==> config.mk <==
export PLATFORM = sky130hd
export DESIGN_NAME = dba_ctrl
export DESIGN_NICKNAME = d
export VERILOG_FILES = /design/src/dba_pkg.sv /design/src/dba_ctrl.sv
export SDC_FILE = /design/constraint.sdc
export NUM_CORES = 1
export LEC_CHECK = 0
export BUFFER_PORTS_ARGS = -buffer_cell sky130_fd_sc_hd__buf_2
export CAP_MARGIN = 20
export CORE_MARGIN = 4
export CORE_UTILIZATION = 59
export CTS_CLUSTER_DIAMETER = 50
export DETAILED_ROUTE_END_ITERATION = 7
export PLACE_DENSITY_LB_ADDON = 0.12
export SYNTH_ARGS = -nofsm -noshare
export SYNTH_HDL_FRONTEND = slang
export SYNTH_SLANG_ARGS = --single-unit
==> constraint.sdc <==
create_clock -name aclk -period 5.02 [get_ports aclk]
set_input_delay 0.753 -clock aclk [delete_from_list [all_inputs] [get_ports aclk]]
set_output_delay 0.753 -clock aclk [all_outputs]
set_load 0.01 [all_outputs]
==> src/dba_pkg.sv <==
package dba_pkg;

  // Clock and documented one-shot durations
  localparam int unsigned CLK_NS       = 20;
  localparam int unsigned SETTLE_NS    = 150;
  localparam int unsigned CE_NS        = 260;
  localparam int unsigned ACK_NS       = 800;
  localparam int unsigned ADV_NS       = 100;
  localparam int unsigned REF_NS       = 450;
  localparam int unsigned REF_DLY_NS   = 150;
  localparam int unsigned REF_PERIOD_NS = 28000;

  // Least times round up to whole cycles
  localparam logic [5:0]  SETTLE_CYC = 6'((SETTLE_NS + CLK_NS - 1) / CLK_NS);
  localparam logic [5:0]  CE_CYC     = 6'((CE_NS + CLK_NS - 1) / CLK_NS);
  localparam logic [5:0]  ACK_CYC    = 6'((ACK_NS + CLK_NS - 1) / CLK_NS);
  localparam logic [5:0]  ADV_CYC    = 6'((ADV_NS + CLK_NS - 1) / CLK_NS);
  localparam logic [5:0]  REF_CYC    = 6'((REF_NS + CLK_NS - 1) / CLK_NS);
  localparam logic [5:0]  REF_DLY_CYC = 6'((REF_DLY_NS + CLK_NS - 1) / CLK_NS);
  // Refresh interval is approximate; rounded down to stay inside the retention budget
  localparam logic [10:0] REF_PERIOD_CYC = 11'(REF_PERIOD_NS / CLK_NS);

  // Register map (byte addresses) and fields
  localparam logic [3:0]  CTRL_OFS    = 4'h0;
  localparam logic [3:0]  STATUS_OFS  = 4'h4;
  localparam logic [3:0]  REFCNT_OFS  = 4'h8;
  localparam int unsigned CTRL_ADV    = 0;
  localparam logic        CTRL_RST    = 1'b0;
  localparam int unsigned ST_STATE_LSB = 0;
  localparam int unsigned ST_ALLOW    = 4;
  localparam int unsigned ST_REQ      = 5;
  localparam int unsigned ST_OUTPH    = 6;
  localparam int unsigned ST_REFRESH_ACTIVE_N    = 7;
  localparam logic [1:0]  RESP_OKAY   = 2'h0;
  localparam logic [1:0]  RESP_DECERR = 2'h3;

  typedef enum logic [2:0] {
    DBA_IDLE    = 3'b000,
    DBA_SETTLE  = 3'b001,
    DBA_ADV     = 3'b010,
    DBA_CE      = 3'b011,
    DBA_ACK     = 3'b100,
    DBA_WAIT    = 3'b101,
    DBA_REFRESH = 3'b110
  } dba_state_t;

  // Host pins: addr[0] is the bit-zero lane select, [12:1] cell, [14:13] bank
  typedef struct packed {
    logic        read_strobe_n;
    logic        write_strobe_n;
    logic        board_sel;
    logic        access_block_n;
    logic        init_n;
    logic        byte_high_en_n;
    logic [14:0] addr;
    logic [15:0] data;
  } dba_host_t;

  // Memory array side: odd banks on the high byte
  typedef struct packed {
    logic [5:0]  row;
    logic [5:0]  col;
    logic [7:0]  chip_en_n;
    logic        we_n;
    logic [15:0] wdata;
    logic        to_bus;
    logic        latch_en;
  } dba_mem_t;

endpackage

==> src/dba_ctrl.sv <==
// Decided for this implementation: the AXI4-Lite interface to the registers and the placing of the registers.
`timescale 1ns/1ns
// Operation
// Read starts on strobe, select, no refresh
// Write starts on strobe, select, no refresh
// Resolver gives refresh priority over access
// Access starts settle delay, clears refresh allow
// Settle end opens chip-enable window
// Read window end latches data, starts ack
// Acknowledge driven only during ack phase
// Read ack ends on timeout or strobe rise
// Write ack ends on timeout or strobe rise
// Write strobe drives memory write enable
// Transceiver direction follows read strobe
// Read strobe enables read data latches
// Output phase flop picks driven lanes
// Refresh timer sets request about 28us
// Request and allow start refresh phase
// Refresh drives counter as row address
// Refresh holds column address at zero
// Refresh blocks strobes, clears request
// After delay refresh enables every bank
// Refresh end increments counter, returns idle
// Bit zero and bank bits decoded one-of-eight
// Byte-high enable selects odd and even
// Initialize presets refresh allow
// Block input stops accesses, not refresh
// Advance write delays enable and acknowledge
// One-shots are rounded-up cycle counters
// Strobes synchronised; refresh wins a tie
module dba_ctrl (
  input  wire logic               aclk,
  input  wire logic               aresetn,
  input  wire logic               clk_en,
  input  wire dba_pkg::dba_host_t host,
  output logic [15:0]             data_o,
  output logic [1:0]              data_oe,
  output logic                    transfer_ack_n_o,
  output logic                    transfer_ack_oe,
  input  wire logic [15:0]        mem_rdata,
  output dba_pkg::dba_mem_t       mem,
  input  wire logic               s_axi_awvalid,
  output logic                    s_axi_awready,
  input  wire logic [3:0]         s_axi_awaddr,
  input  wire logic               s_axi_wvalid,
  output logic                    s_axi_wready,
  input  wire logic [31:0]        s_axi_wdata,
  input  wire logic [3:0]         s_axi_wstrb,
  output logic                    s_axi_bvalid,
  input  wire logic               s_axi_bready,
  output logic [1:0]              s_axi_bresp,
  input  wire logic               s_axi_arvalid,
  output logic                    s_axi_arready,
  input  wire logic [3:0]         s_axi_araddr,
  output logic                    s_axi_rvalid,
  input  wire logic               s_axi_rready,
  output logic [31:0]             s_axi_rdata,
  output logic [1:0]              s_axi_rresp
);

  localparam int HW = $bits(dba_pkg::dba_host_t);

  logic [HW-1:0]          s1;
  logic [HW-1:0]          s2;
  logic [HW-1:0]          s3;
  dba_pkg::dba_host_t     pin;
  dba_pkg::dba_state_t    state;
  logic [5:0]             tmr;
  logic [10:0]            ref_tmr;
  logic                   refresh_req;
  logic                   refresh_allow_ff;
  logic                   output_phase_ff;
  logic                   is_read;
  logic                   adv_write;
  logic [5:0]             ref_cnt;
  logic                   refresh_active_n;
  logic                   access_active_n;
  logic                   selected;
  logic                   host_req;
  logic                   ref_go;
  logic                   ref_ce;
  logic                   strobe_up;
  logic                   odd_byte;
  logic [7:0]             decoder_lower_output;
  logic [7:0]             chip_en_n;
  logic                   aw_hold;
  logic                   w_hold;
  logic [3:0]             aw_addr_q;
  logic [31:0]            w_data_q;
  logic [3:0]             w_strb_q;

  // Three-stage pin synchroniser; a bit changes once stages two and three agree
  genvar gi;
  generate
    for (gi = 0; gi < HW; gi++) begin : g_sync
      always_ff @(posedge aclk) begin
        if (!aresetn) begin
          s1[gi]  <= 1'b1;
          s2[gi]  <= 1'b1;
          s3[gi]  <= 1'b1;
          pin[gi] <= 1'b1;
        end else if (clk_en) begin
          s1[gi] <= host[gi];
          s2[gi] <= s1[gi];
          s3[gi] <= s2[gi];
          if (s2[gi] == s3[gi]) begin
            pin[gi] <= s2[gi];
          end
        end
      end
    end
  endgenerate

  assign refresh_active_n = (state != dba_pkg::DBA_REFRESH);
  assign access_active_n  = !(state inside {dba_pkg::DBA_SETTLE, dba_pkg::DBA_ADV,
                                            dba_pkg::DBA_CE, dba_pkg::DBA_ACK});
  // Inhibit stops the board answering while refresh keeps running
  assign selected  = pin.board_sel && pin.access_block_n;
  assign host_req  = selected && (!pin.read_strobe_n || !pin.write_strobe_n);
  // Refresh is checked first, so a tie in the same cycle goes to refresh
  assign ref_go    = refresh_req && refresh_allow_ff;
  assign ref_ce    = !refresh_active_n && (tmr < (dba_pkg::REF_CYC - dba_pkg::REF_DLY_CYC));
  assign strobe_up = is_read ? pin.read_strobe_n : pin.write_strobe_n;
  assign odd_byte  = pin.addr[0] && pin.byte_high_en_n;

  // Sequencer: every one-shot but the refresh delay is a down counter loaded with its rounded-up length less one
  always_ff @(posedge aclk) begin
    if (!aresetn) begin
      state   <= dba_pkg::DBA_IDLE;
      tmr     <= 6'h00;
      is_read <= 1'b0;
      ref_cnt <= 6'h00;
    end else if (clk_en) begin
      if (tmr != 6'h00) begin
        tmr <= tmr - 6'h01;
      end
      unique case (state)
        dba_pkg::DBA_IDLE: begin
          if (ref_go) begin
            state <= dba_pkg::DBA_REFRESH;
            tmr   <= dba_pkg::REF_CYC - 6'h01;
          end else if (host_req) begin
            state   <= dba_pkg::DBA_SETTLE;
            tmr     <= dba_pkg::SETTLE_CYC - 6'h01;
            is_read <= !pin.read_strobe_n;
          end
        end
        dba_pkg::DBA_SETTLE: begin
          if (tmr == 6'h00) begin
            if (!is_read && adv_write) begin
              state <= dba_pkg::DBA_ADV;
              tmr   <= dba_pkg::ADV_CYC - 6'h01;
            end else begin
              state <= dba_pkg::DBA_CE;
              tmr   <= dba_pkg::CE_CYC - 6'h01;
            end
          end
        end
        dba_pkg::DBA_ADV: begin
          if (tmr == 6'h00) begin
            state <= dba_pkg::DBA_CE;
            tmr   <= dba_pkg::CE_CYC - 6'h01;
          end
        end
        dba_pkg::DBA_CE: begin
          if (tmr == 6'h00) begin
            state <= dba_pkg::DBA_ACK;
            tmr   <= dba_pkg::ACK_CYC - 6'h01;
          end
        end
        dba_pkg::DBA_ACK: begin
          if (tmr == 6'h00 || strobe_up) begin
            state <= strobe_up ? dba_pkg::DBA_IDLE : dba_pkg::DBA_WAIT;
          end
        end
        dba_pkg::DBA_WAIT: begin
          // A timed-out access waits here for the strobe release, unless a due refresh runs first and then returns to idle
          if (ref_go) begin
            state <= dba_pkg::DBA_REFRESH;
            tmr   <= dba_pkg::REF_CYC - 6'h01;
          end else if (strobe_up) begin
            state <= dba_pkg::DBA_IDLE;
          end
        end
        dba_pkg::DBA_REFRESH: begin
          if (tmr == 6'h00) begin
            state   <= dba_pkg::DBA_IDLE;
            ref_cnt <= ref_cnt + 6'h01;
          end
        end
        default: begin
          state <= dba_pkg::DBA_IDLE;
        end
      endcase
    end
  end

  // Refresh interval timer and request flop
  always_ff @(posedge aclk) begin
    if (!aresetn) begin
      ref_tmr     <= 11'h000;
      refresh_req <= 1'b0;
    end else if (clk_en) begin
      if (ref_tmr == dba_pkg::REF_PERIOD_CYC - 11'h001) begin
        ref_tmr     <= 11'h000;
        refresh_req <= 1'b1;
      end else begin
        ref_tmr <= ref_tmr + 11'h001;
        if (!refresh_active_n) begin
          refresh_req <= 1'b0;
        end
      end
    end
  end

  // Refresh allow: preset by initialize, cleared through an access, set at its end
  always_ff @(posedge aclk) begin
    if (!aresetn) begin
      refresh_allow_ff <= 1'b1;
    end else if (clk_en) begin
      if (!pin.init_n) begin
        refresh_allow_ff <= 1'b1;
      end else if (state == dba_pkg::DBA_ACK && (tmr == 6'h00 || strobe_up)) begin
        refresh_allow_ff <= 1'b1;
      end else if (!access_active_n) begin
        refresh_allow_ff <= 1'b0;
      end
    end
  end

  // Read data latch and output phase flop
  always_ff @(posedge aclk) begin
    if (!aresetn) begin
      data_o          <= 16'h0000;
      output_phase_ff <= 1'b0;
    end else if (clk_en) begin
      if (state == dba_pkg::DBA_CE && tmr == 6'h00 && is_read && !pin.read_strobe_n) begin
        // An 8-bit host reads the odd bank on the low lane
        data_o          <= {mem_rdata[15:8], odd_byte ? mem_rdata[15:8] : mem_rdata[7:0]};
        output_phase_ff <= 1'b1;
      end else if (pin.read_strobe_n) begin
        output_phase_ff <= 1'b0;
      end
    end
  end

  assign data_oe[0]       = output_phase_ff && !pin.read_strobe_n &&
                            (!pin.addr[0] || pin.byte_high_en_n);
  assign data_oe[1]       = output_phase_ff && !pin.read_strobe_n && !pin.byte_high_en_n;
  assign transfer_ack_n_o = 1'b0;
  assign transfer_ack_oe  = (state == dba_pkg::DBA_ACK);

  // Bank decode: even banks on the low outputs, odd banks on the high ones
  generate
    for (gi = 0; gi < 4; gi++) begin : g_bank
      assign decoder_lower_output[gi]   = ({pin.addr[0], pin.addr[14:13]} == 3'(gi));
      assign decoder_lower_output[gi+4] = ({pin.addr[0], pin.addr[14:13]} == 3'(gi + 4)) ||
                                          (decoder_lower_output[gi] && !pin.byte_high_en_n);
    end
  endgenerate

  // Kept apart from the struct so that the struct has only continuous drivers
  always_comb begin
    chip_en_n = 8'hff;
    if (ref_ce) begin
      chip_en_n = 8'h00;
    end else if (state == dba_pkg::DBA_CE) begin
      chip_en_n = ~decoder_lower_output;
    end
  end

  assign mem.chip_en_n = chip_en_n;
  assign mem.row      = refresh_active_n ? pin.addr[6:1] : ref_cnt;
  assign mem.col      = refresh_active_n ? pin.addr[12:7] : 6'h00;
  assign mem.we_n     = pin.write_strobe_n || !refresh_active_n || !selected;
  assign mem.wdata    = {odd_byte ? pin.data[7:0] : pin.data[15:8], pin.data[7:0]};
  assign mem.to_bus   = !pin.read_strobe_n;
  assign mem.latch_en = !pin.read_strobe_n && is_read;

  // AXI4-Lite slave; address and data are taken in either order
  assign s_axi_awready = clk_en && !aw_hold && !s_axi_bvalid;
  assign s_axi_wready  = clk_en && !w_hold && !s_axi_bvalid;
  assign s_axi_arready = clk_en && !s_axi_rvalid;

  always_ff @(posedge aclk) begin
    if (!aresetn) begin
      aw_hold      <= 1'b0;
      w_hold       <= 1'b0;
      aw_addr_q    <= 4'h0;
      w_data_q     <= 32'h0000_0000;
      w_strb_q     <= 4'h0;
      s_axi_bvalid <= 1'b0;
      s_axi_bresp  <= dba_pkg::RESP_OKAY;
      adv_write    <= dba_pkg::CTRL_RST;
    end else if (clk_en) begin
      if (s_axi_awvalid && s_axi_awready) begin
        aw_hold   <= 1'b1;
        aw_addr_q <= s_axi_awaddr;
      end
      if (s_axi_wvalid && s_axi_wready) begin
        w_hold   <= 1'b1;
        w_data_q <= s_axi_wdata;
        w_strb_q <= s_axi_wstrb;
      end
      if (aw_hold && w_hold) begin
        aw_hold      <= 1'b0;
        w_hold       <= 1'b0;
        s_axi_bvalid <= 1'b1;
        s_axi_bresp  <= dba_pkg::RESP_OKAY;
        if (aw_addr_q == dba_pkg::CTRL_OFS) begin
          if (w_strb_q[0]) begin
            adv_write <= w_data_q[dba_pkg::CTRL_ADV];
          end
        end else if (aw_addr_q != dba_pkg::STATUS_OFS && aw_addr_q != dba_pkg::REFCNT_OFS) begin
          s_axi_bresp <= dba_pkg::RESP_DECERR;
        end
      end else if (s_axi_bvalid && s_axi_bready) begin
        s_axi_bvalid <= 1'b0;
      end
    end
  end

  always_ff @(posedge aclk) begin
    if (!aresetn) begin
      s_axi_rvalid <= 1'b0;
      s_axi_rdata  <= 32'h0000_0000;
      s_axi_rresp  <= dba_pkg::RESP_OKAY;
    end else if (clk_en) begin
      if (s_axi_arvalid && s_axi_arready) begin
        s_axi_rvalid <= 1'b1;
        s_axi_rresp  <= dba_pkg::RESP_OKAY;
        s_axi_rdata  <= 32'h0000_0000;
        unique case (s_axi_araddr)
          dba_pkg::CTRL_OFS: begin
            s_axi_rdata[dba_pkg::CTRL_ADV] <= adv_write;
          end
          dba_pkg::STATUS_OFS: begin
            s_axi_rdata[dba_pkg::ST_STATE_LSB +: 3] <= state;
            s_axi_rdata[dba_pkg::ST_ALLOW]          <= refresh_allow_ff;
            s_axi_rdata[dba_pkg::ST_REQ]            <= refresh_req;
            s_axi_rdata[dba_pkg::ST_OUTPH]          <= output_phase_ff;
            s_axi_rdata[dba_pkg::ST_REFRESH_ACTIVE_N]          <= !refresh_active_n;
          end
          dba_pkg::REFCNT_OFS: begin
            s_axi_rdata[5:0] <= ref_cnt;
          end
          default: begin
            s_axi_rresp <= dba_pkg::RESP_DECERR;
          end
        endcase
      end else if (s_axi_rvalid && s_axi_rready) begin
        s_axi_rvalid <= 1'b0;
      end
    end
  end
endmodule

==> results of run 1 <==
==> worst max-delay path, stage by stage (launching register included) <==
cell	delay, ps
dfxtp_1	700
nand2_1	630
nor4_1	400
buf_4	210
a31oi_1	50
buf_2	160
==> synthesized netlist by cell type, types with 3 or more instances <==
library cell	n	area, µm²
a22oi_1	5	37.54
ha_1	7	87.58
a31oi_1	4	25.02
inv_1	10	37.54
a32oi_1	3	26.28
nand4_1	8	50.05
a211oi_1	4	30.03
nor2_1	63	236.5
xor2_1	11	96.34
nand2b_1	44	275.3
and2_1	11	68.82
nor4_1	3	18.77
a22o_1	4	35.03
a21o_1	4	30.03
and3_1	5	31.28
mux2_2	14	157.7
or3_1	3	18.77
buf_2	7	35.03
dfxtp_1	215	4304
nor3_1	4	20.02
nor2b_1	7	43.79
a311oi_2	3	45.04
a21oi_1	104	520.5
a311oi_1	8	70.07
buf_4	35	262.8
o21ai_0	51	255.2
xnor2_1	4	35.03
nand2_1	155	581.8
clkbuf_1	51	191.4
mux2i_1	132	1321
nand3_1	19	95.09
==> power by group <==
part / switching [µW] / leakage (µW) / internal [µW]
logic: 321 / 0.00228 / 235
clock network: 632 / 0.000358 / 974
registers: 69.4 / 0.00175 / 1770
total: 1020 / 0.00439 / 2980
==> per-layer routing <==
layer,GRT usage,share of wire,up-vias
met3,0.04089,0.062,36
li1,-,-,3712
met4,0.05371,0.019,4
met1,0.2941,0.46,3352
met2,0.3186,0.46,208
met5,0,0.0011,-
==> metrics by stage <==
step                total power (µW)  setup slack, ps    util  cells  cell area, µm²
floorplan                       2314             2522       -   1054            9435
global placement                2415             2151  0.6474   1319            9951
detailed placement              2428             2117  0.6474   1319            9951
CTS                             4037             1594  0.6943   1356           10670
global route                    4187             1432  0.6943   1356           10670
finish                          4002             1610  0.6943   1356           10670
==> cell usage in the layout (no fill, tap or decap), types with 3 or more instances in the layout <==
| cell type | count |
|---|---|
| nand2b_1 | 44 |
| or3_1 | 3 |
| clkbuf_16 | 23 |
| clkbuf_8 | 6 |
| nand3_1 | 19 |
| a21oi_1 | 104 |
| xnor2_1 | 4 |
| nor2_1 | 63 |
| nor4_1 | 3 |
| mux2i_1 | 132 |
| inv_1 | 10 |
| conb_1 | 25 |
| nor2b_1 | 7 |
| and2_1 | 11 |
| a21o_1 | 4 |
| xor2_1 | 11 |
| mux2_2 | 14 |
| dfxtp_1 | 215 |
| and3_1 | 5 |
| a311oi_1 | 8 |
| buf_4 | 8 |
| o21ai_0 | 51 |
| nand2_1 | 155 |
| a211oi_1 | 4 |
| a22oi_1 | 5 |
| nand4_1 | 8 |
| ha_1 | 7 |
| a31oi_1 | 4 |
| a22o_1 | 4 |
| buf_2 | 143 |
| a32oi_1 | 3 |
| a311oi_2 | 3 |
| nor3_1 | 4 |
| clkbuf_1 | 4 |
==> logic make-up (layout without fill, tap and decap cells) <==
family                     count (synthesis)  after routing
xor gates and xnor gates                  15             15
DFF                                      215            215
other                                      1             25
muxes                                    146            146
and+or+nand+nor                          335            335
AOI/OAI and AO/OA                        202            202
buffers and inverters                    109            200
adders and majority gates                  7              7
==> sequential cells by signal, summed over array words and instances (netlist names), 8 cells and up <==
name and flops:
ref_tmr 11, pin 29, data_o 16, s1 37, mem 8, s3 37, s2 37, s_axi_rdata 8
==> layout make-up <==
class / instances / share of cell area
clock buffers: 33 / 0.06307
clock inverters: 4 / 0.004572
flip-flops and latches: 215 / 0.4033
well taps: 211 / 0.02474
multi-input cells: 730 / 0.4264
repair buffers: 152 / 0.07409
inverters: 11 / 0.003869
==> final timing paths <==
path | slack (ps) | startpoint | end
setup / recovery | 1610 | state[1] | mem[26]
hold / removal | 460 | s_axi_rdata[3] | s_axi_rdata[3]
hold reg to reg | 460 | s_axi_rdata[3] | s_axi_rdata[3]
setup reg to reg | 2380 | tmr[2] | data_o[5]
==> results.tsv, run 1 <==
metric	value	unit
wire length of the first global-routing pass	31280	µm
synthesis-stage register bit count	215	
number of instances in the synthesized netlist	1030	
Nets	1244	
die area	17920	µm²
Post-CTS Setup Bufs	0	
reported max-cap violation count	0	
routability-driven placement congestion ratio	0.8966	
path type of the worst setup path	reg2out	
core region area	15370	µm²
synth-to-layout area growth	14.20	%
leakage power	0.004393	µW
final max-slew violation count	0	
share of post-route cells with drive strength above 1	0.1825	
simple logic cell fraction of the synthesized area	0.1687	
number of flops mapped to enable cells by yosys	0	
drt total wl	19410	µm
achievable frequency	293.3	MHz
I/O pin cnt	205	
CTS Hold Bufs	0	
clock-pin slew of the registers on the worst-case setup and hold paths	60	ps
total global routing track utilization	0.2052	
YS warnings	0	
number of gates resized after cts	0	
multi-input logic area	4551	µm²
xor/xnor cell area share of the yosys netlist	0.01406	
dominant register cell in the synthesized netlist	dfxtp_1	
Cell Rows	45	
first-pass detailed-route iteration total	5	
share of the clock period used by the worst path after layout	0.6793	
starting density of the core	0.6080	
Setup-failing EPs final	0	
sequential area share after synthesis	0.4606	
via count of the routed design	7312	
filler instances	1258	
Final Hold Fails	0	
Worst EP required	4270	ps
count of unresolved DRC violations after routing	0	
number of buffers created by CTS	22	
synthesized-area fraction occupied by adder cells	0.009372	
Cell Pwr Density	375.0	nW/µm²
final-layout worst hold slack	458.0	ps
class of the most critical hold timing path	reg2reg	
library cell used as clock root buffer	clkbuf_16	
initial antenna violation count	2	
number of buffers on the longest clock path	3	
mean area per synthesized cell	9.073	µm²
FFs w/ async S/R, synth	0	
post-DP HPWL	12840	µm
CP max FO	18	
Final min period	3410	ps
maximum resistive drop on vdd	0.0002679	V
input/output buffers	145	
data arrival at the endpoint of the critical path	2660	ps
final routed wire length divided by cell count	14.32	µm
complex-gate fraction of the synthesized area	0.1265	
distinct cell type count after synthesis	56	
Die X-Extent	133.9	µm
Least-Margin Pin Slew	1075	ps
endpoint kind of the worst setup timing path	output pin	
remaining global-route overflow	0	
unrepaired setup endpoints after global routing	false	
crit path launch type	flop	
setup TNS	0	ps
clock skew	9.136	ps
ratio of routed vias to standard cells	5.392	
portion of netlist area occupied by mux cells	0.1583	
Worst R2R Path Depth	5	
total number of clock tree sinks	215	
cell area after synthesis	9345	µm²
Max H-tree Level	1	
status	finished, final reports clean	
Antenna Cells	0	
CTS tree	done	
main combinational cell family by area after synthesis	simple AND/OR/NAND/NOR gates	
maximum number of pins on one net before global-route repair	95	
initial detailed-routing violation count	364	
Skew-Pair Late Insertion Delay	500	ps
vias in the first global route	6431	
antenna-violating nets left	0	
vertical die dimension	133.9	µm
max-slew headroom at the worst pin	0.2834	
register area	4304	µm²
Hold Path Cell Cnt	2	
(Power assumes the default switching activity.)
==> run 2, diff against run 1 <==
--- a/config.mk
+++ b/config.mk
@@ -8,7 +8,7 @@
 export BUFFER_PORTS_ARGS = -buffer_cell sky130_fd_sc_hd__buf_2
 export CAP_MARGIN = 20
 export CORE_MARGIN = 4
-export CORE_UTILIZATION = 59
+export CORE_UTILIZATION = 49
 export CTS_CLUSTER_DIAMETER = 50
 export DETAILED_ROUTE_END_ITERATION = 7
 export PLACE_DENSITY_LB_ADDON = 0.12
==> constraint.sdc (replaced) <==
create_clock -name aclk -period 2.75 [get_ports aclk]
set_input_delay 0.4125 -clock aclk [delete_from_list [all_inputs] [get_ports aclk]]
set_output_delay 0.4125 -clock aclk [all_outputs]
set_load 0.01 [all_outputs]
==> results.tsv, run 2 (synthesis results as in run 1) <==
metric	value	unit
status	finished, final reports clean	
vias in the first global route	6618	
clock-pin slew of the registers on the worst-case setup and hold paths	60	ps
count of unresolved DRC violations after routing	0	
final routed wire length divided by cell count	13.97	µm
Nets	1258	
Skew-Pair Late Insertion Delay	510	ps
share of the clock period used by the worst path after layout	0.9238	
largest registers	s1 (37), s2 (37), s3 (37)	
path type of the worst setup path	reg2out	
post-DP HPWL	13080	µm
remaining global-route overflow	0	
Cell Pwr Density	715.2	nW/µm²
max-slew headroom at the worst pin	0.5681	
antenna-violating nets left	0	
Final Hold Fails	0	
leakage power	0.004535	µW
leading cell type in the layout, fill and taps excluded	dfxtp_1	
Final min period	2540	ps
Die X-Extent	146.1	µm
crit path launch type	flop	
number of gates resized after cts	0	
maximum single-stage delay on the critical path	320	ps
initial detailed-routing violation count	407	
I/O pin cnt	205	
core region area	18710	µm²
data arrival at the endpoint of the critical path	2130	ps
cell with the largest stage delay on the worst path	dfxtp_1	
maximum resistive drop on vdd	0.0004455	V
starting density of the core	0.4996	
endpoint kind of the worst setup timing path	output pin	
Least-Margin Pin Slew	647.9	ps
number of buffers created by CTS	26	
routability-driven placement congestion ratio	0.8366	
wire length of the first global-routing pass	32700	µm
category of cells accounting for the largest share of critical-path delay	simple AND/OR/NAND/NOR gates	
multi-input logic area	4557	µm²
first-pass detailed-route iteration total	5	
buffers and inverters on the worst path	2	
register area	4304	µm²
Post-CTS Setup Bufs	0	
ratio of routed vias to standard cells	5.211	
via count of the routed design	7296	
input/output buffers	145	
maximum number of pins on one net before global-route repair	105	
total number of clock tree sinks	215	
final max-slew violation count	0	
library cell used as clock root buffer	clkbuf_16	
initial antenna violation count	2	
core occupancy in the finished layout	0.5871	
total global routing track utilization	0.1763	
drt total wl	19550	µm
clock skew	6.365	ps
Max H-tree Level	1	
CP max FO	8	
filler instances	1684	
reported max-cap violation count	0	
Antenna Cells	0	
unrepaired setup endpoints after global routing	false	
class of the most critical hold timing path	in2reg	
share of post-route cells with drive strength above 1	0.1981	
achievable frequency	393.6	MHz
setup TNS	0	ps
Setup-failing EPs final	0	
synth-to-layout area growth	17.51	%
CTS tree	done	
number of buffers on the longest clock path	3	
most used cells in the layout excluding fill and tap cells	dfxtp_1, nand2_1, buf_2	
Worst EP required	2340	ps
vertical die dimension	146.1	µm
CTS Hold Bufs	0	
Cell Rows	50	
die area	21350	µm²
series of cell instances along the critical path	nor2b_1, nand2_1, nor4_2, buf_4, a31oi_1, buf_2	
[run 2: cell count changes in the layout (fill, tap and decap cells not counted)]
cell,change
nor4_1,-1
inv_8,+1
clkinvlp_4,+2
clkbuf_16,+4
clkbuf_8,-3
inv_6,+1
buf_4,+8
nor4_2,+1
buf_12,+2
bufinv_16,+2
clkinv_2,+4
[run 2: metrics by stage]
step                hold slack [ps]  setup WS (ps)  cell area, µm²  cells  total power, µW
finish                        114.8          209.6           10980   1400             7854
global route                  103.3          47.79           10980   1400             8250
CTS                           92.40          100.4           10980   1400             7952
detailed placement            442.9          444.1           10080   1352             4440
global placement              438.5          445.2           10080   1352             4427
floorplan                     441.3          592.5            9435   1054             4224
[run 2: per-layer routing]
| metal | vias up | global-route usage | wire length (µm) |
|---|---|---|---|
| met3 | 36 | 0.04718 | 1245 |
| met4 | 4 | 0.04186 | 369 |
| met1 | 3332 | 0.2305 | 8658 |
| met5 | - | 0 | 26 |
| li1 | 3757 | - | - |
| met2 | 167 | 0.2931 | 9252 |
[run 2: worst register-to-register path, stage by stage (launching register included)]
cell and delay (ps):
dfxtp_1 370, or4_4 610, nor2_8 190, inv_1 170, ha_1 330, inv_1 50, a31oi_1 130, o31ai_1 80
a21oi_1 140, o32ai_1 90
[run 2: path summary, 6_finish.rpt]
check | from | endpoint | slack, ps | cells past startpoint
max | state[2] | mem[24] | 210 | 6
min | host[32] | s1[32] | 110 | 3
max reg2reg | tmr[2] | tmr[0] | 460 | 9
min reg2reg | s_axi_rdata[6] | s_axi_rdata[6] | 450 | 2
[run 2: where the power goes]
group,internal (µW),total (µW),switching (µW)
clock,2170,3480,1310
combinational,438,1040,599
sequential,3230,3340,101
total,5840,7850,2010
[run 2: layout make-up]
type	count	area share
clock buffers	34	0.06665
clock inverters	14	0.01493
inverters	11	0.003760
multi-input cells	730	0.4149
flip-flops and latches	215	0.3919
well taps	234	0.02666
repair buffers	162	0.08112
==> run 3, diff against run 2 <==
--- a/config.mk
+++ b/config.mk
@@ -11,7 +11,7 @@
 export CORE_UTILIZATION = 49
 export CTS_CLUSTER_DIAMETER = 50
 export DETAILED_ROUTE_END_ITERATION = 7
-export PLACE_DENSITY_LB_ADDON = 0.12
+export PLACE_DENSITY = 0.81
 export SYNTH_ARGS = -nofsm -noshare
 export SYNTH_HDL_FRONTEND = slang
 export SYNTH_SLANG_ARGS = --single-unit
==> results.tsv, run 3 (synthesis results as in run 1) <==
metric	value	unit
Antenna Cells	0	
least setup slack across all paths after layout	239.6	ps
I/O pin cnt	205	
Max H-tree Level	1	
Post-CTS Setup Bufs	0	
Setup-failing EPs final	0	
die area	21350	µm²
final-layout worst hold slack	113.5	ps
via count of the routed design	7438	
clock skew	8.601	ps
met2 track utilization from global routing	0.3064	
proportion of power drawn by the clock network	0.432	
Final Hold Fails	0	
CTS tree	done	
total global routing track utilization	0.1788	
number of buffers created by CTS	25	
setup TNS	0	ps
met3 layer usage reported by global route	0.04438	
drt total wl	20030	µm
max-slew headroom at the worst pin	0.5237	
sequential cell fraction of total power	0.433	
number of buffers on the longest clock path	3	
starting density of the core	0.4996	
number of gates resized after cts	0	
first-pass detailed-route iteration total	6	
achievable frequency	398.3	MHz
CTS Hold Bufs	0	
status	finished, final reports clean	
unrepaired setup endpoints after global routing	false	
final routed wire length divided by cell count	14.37	µm
core occupancy in the finished layout	0.5836	
routability-driven placement congestion ratio	0.8745	
final max-slew violation count	0	
share of the clock period used by the worst path after layout	0.9129	
Most Crowded Layer GR	met2	
vertical die dimension	146.1	µm
post-DP HPWL	13290	µm
Worst EP required	2340	ps
reported max-cap violation count	0	
maximum number of pins on one net before global-route repair	121	
remaining global-route overflow	0	
register area	4304	µm²
crit path launch type	flop	
filler instances	1618	
internal power	5687	µW
multi-input logic area	4553	µm²
ratio of routed vias to standard cells	5.336	
share of post-route cells with drive strength above 1	0.1966	
placed insts	1349	
pre-CTS setup slack	437.8	ps
initial detailed-routing violation count	509	
class of the most critical hold timing path	in2reg	
core region area	18710	µm²
leakage power	0.004496	µW
path type of the worst setup path	reg2out	
non-filler instance count after layout	1394	
count of unresolved DRC violations after routing	0	
Final min period	2510	ps
Least-Margin Pin Slew	712.7	ps
antenna-violating nets left	0	
endpoint kind of the worst setup timing path	output pin	
grt met1 use	0.2294	
largest registers	s1 (37), s2 (37), s3 (37)	
Cell Pwr Density	707.3	nW/µm²
most used cells in the layout excluding fill and tap cells	dfxtp_1, nand2_1, buf_2	
total number of clock tree sinks	215	
net switching power	2034	µW
input/output buffers	145	
switching share of total power	0.2634	
library cell used as clock root buffer	clkbuf_16	
Nets	1254	
data arrival at the endpoint of the critical path	2100	ps
vias in the first global route	6951	
Cell Rows	50	
leading cell type in the layout, fill and taps excluded	dfxtp_1	
clock-pin slew of the registers on the worst-case setup and hold paths	60	ps
synth-to-layout area growth	16.82	%
wire length of the first global-routing pass	33150	µm
Skew-Pair Late Insertion Delay	510	ps
Die X-Extent	146.1	µm
maximum resistive drop on vdd	0.0007158	V
Comb pwr share	0.135	
initial antenna violation count	3	
CP max FO	9	
-- run 3: cell types whose count changed in the layout (fill, tap and decap cells not counted), sizes merged --
cell / delta
clkinv: -1
buf: -4
clkbuf: -2
inv: +1
bufinv: -1
clkinvlp: +1
-- run 3: through the flow --
| stage | total power, µW | cell area (µm²) |
|---|---|---|
| 2_1_floorplan | 4224 | 9435 |
| 3_3_place_gp | 4410 | 10060 |
| 3_5_place_dp | 4436 | 10060 |
| 4_1_cts | 7786 | 10910 |
| 5_1_grt | 8073 | 10920 |
| 6_report | 7721 | 10920 |
-- run 3: final cells by class --
class,count,share of cell area
clock inverter,14,0.01467
clock buffer,31,0.06395
timing repair buffer,159,0.07943
sequential,215,0.3943
multi-input combinational,730,0.4171
inverter,11,0.003782
tap,234,0.02682
-- run 3: path summary, 6_finish.rpt --
check / cells after the start / slack [ps] / start / end
worst max-delay path: 6 / 240 / state[2] / mem[24]
worst min-delay path: 3 / 110 / host[6] / s1[6]
worst max register to register: 9 / 400 / tmr[2] / tmr[0]
worst min register to register: 2 / 460 / s_axi_rdata[6] / s_axi_rdata[6]
-- run 3: per-layer routing --
metal,share of wire,up-vias
li1,-,3739
met1,0.43,3471
met2,0.48,188
met3,0.069,34
met4,0.016,6
met5,0.0020,-
-- run 3: worst max-delay path, cell delays in order (launching register included) --
cell,delay [ps]
dfxtp_1,320
nor2b_1,240
nand2_2,220
nor4_1,360
buf_4,230
a31oi_1,60
buf_2,160
-- run 3: power groups by stage --
stage | logic, µW | registers (µW) | clock network [µW]
final | 1040 | 3340 | 3340
after global routing | 1160 | 3360 | 3550
after CTS | 1040 | 3340 | 3410
after detailed placement | 1030 | 3410 | 0
after global placement | 1010 | 3400 | 0
after floorplan | 849 | 3380 | 0
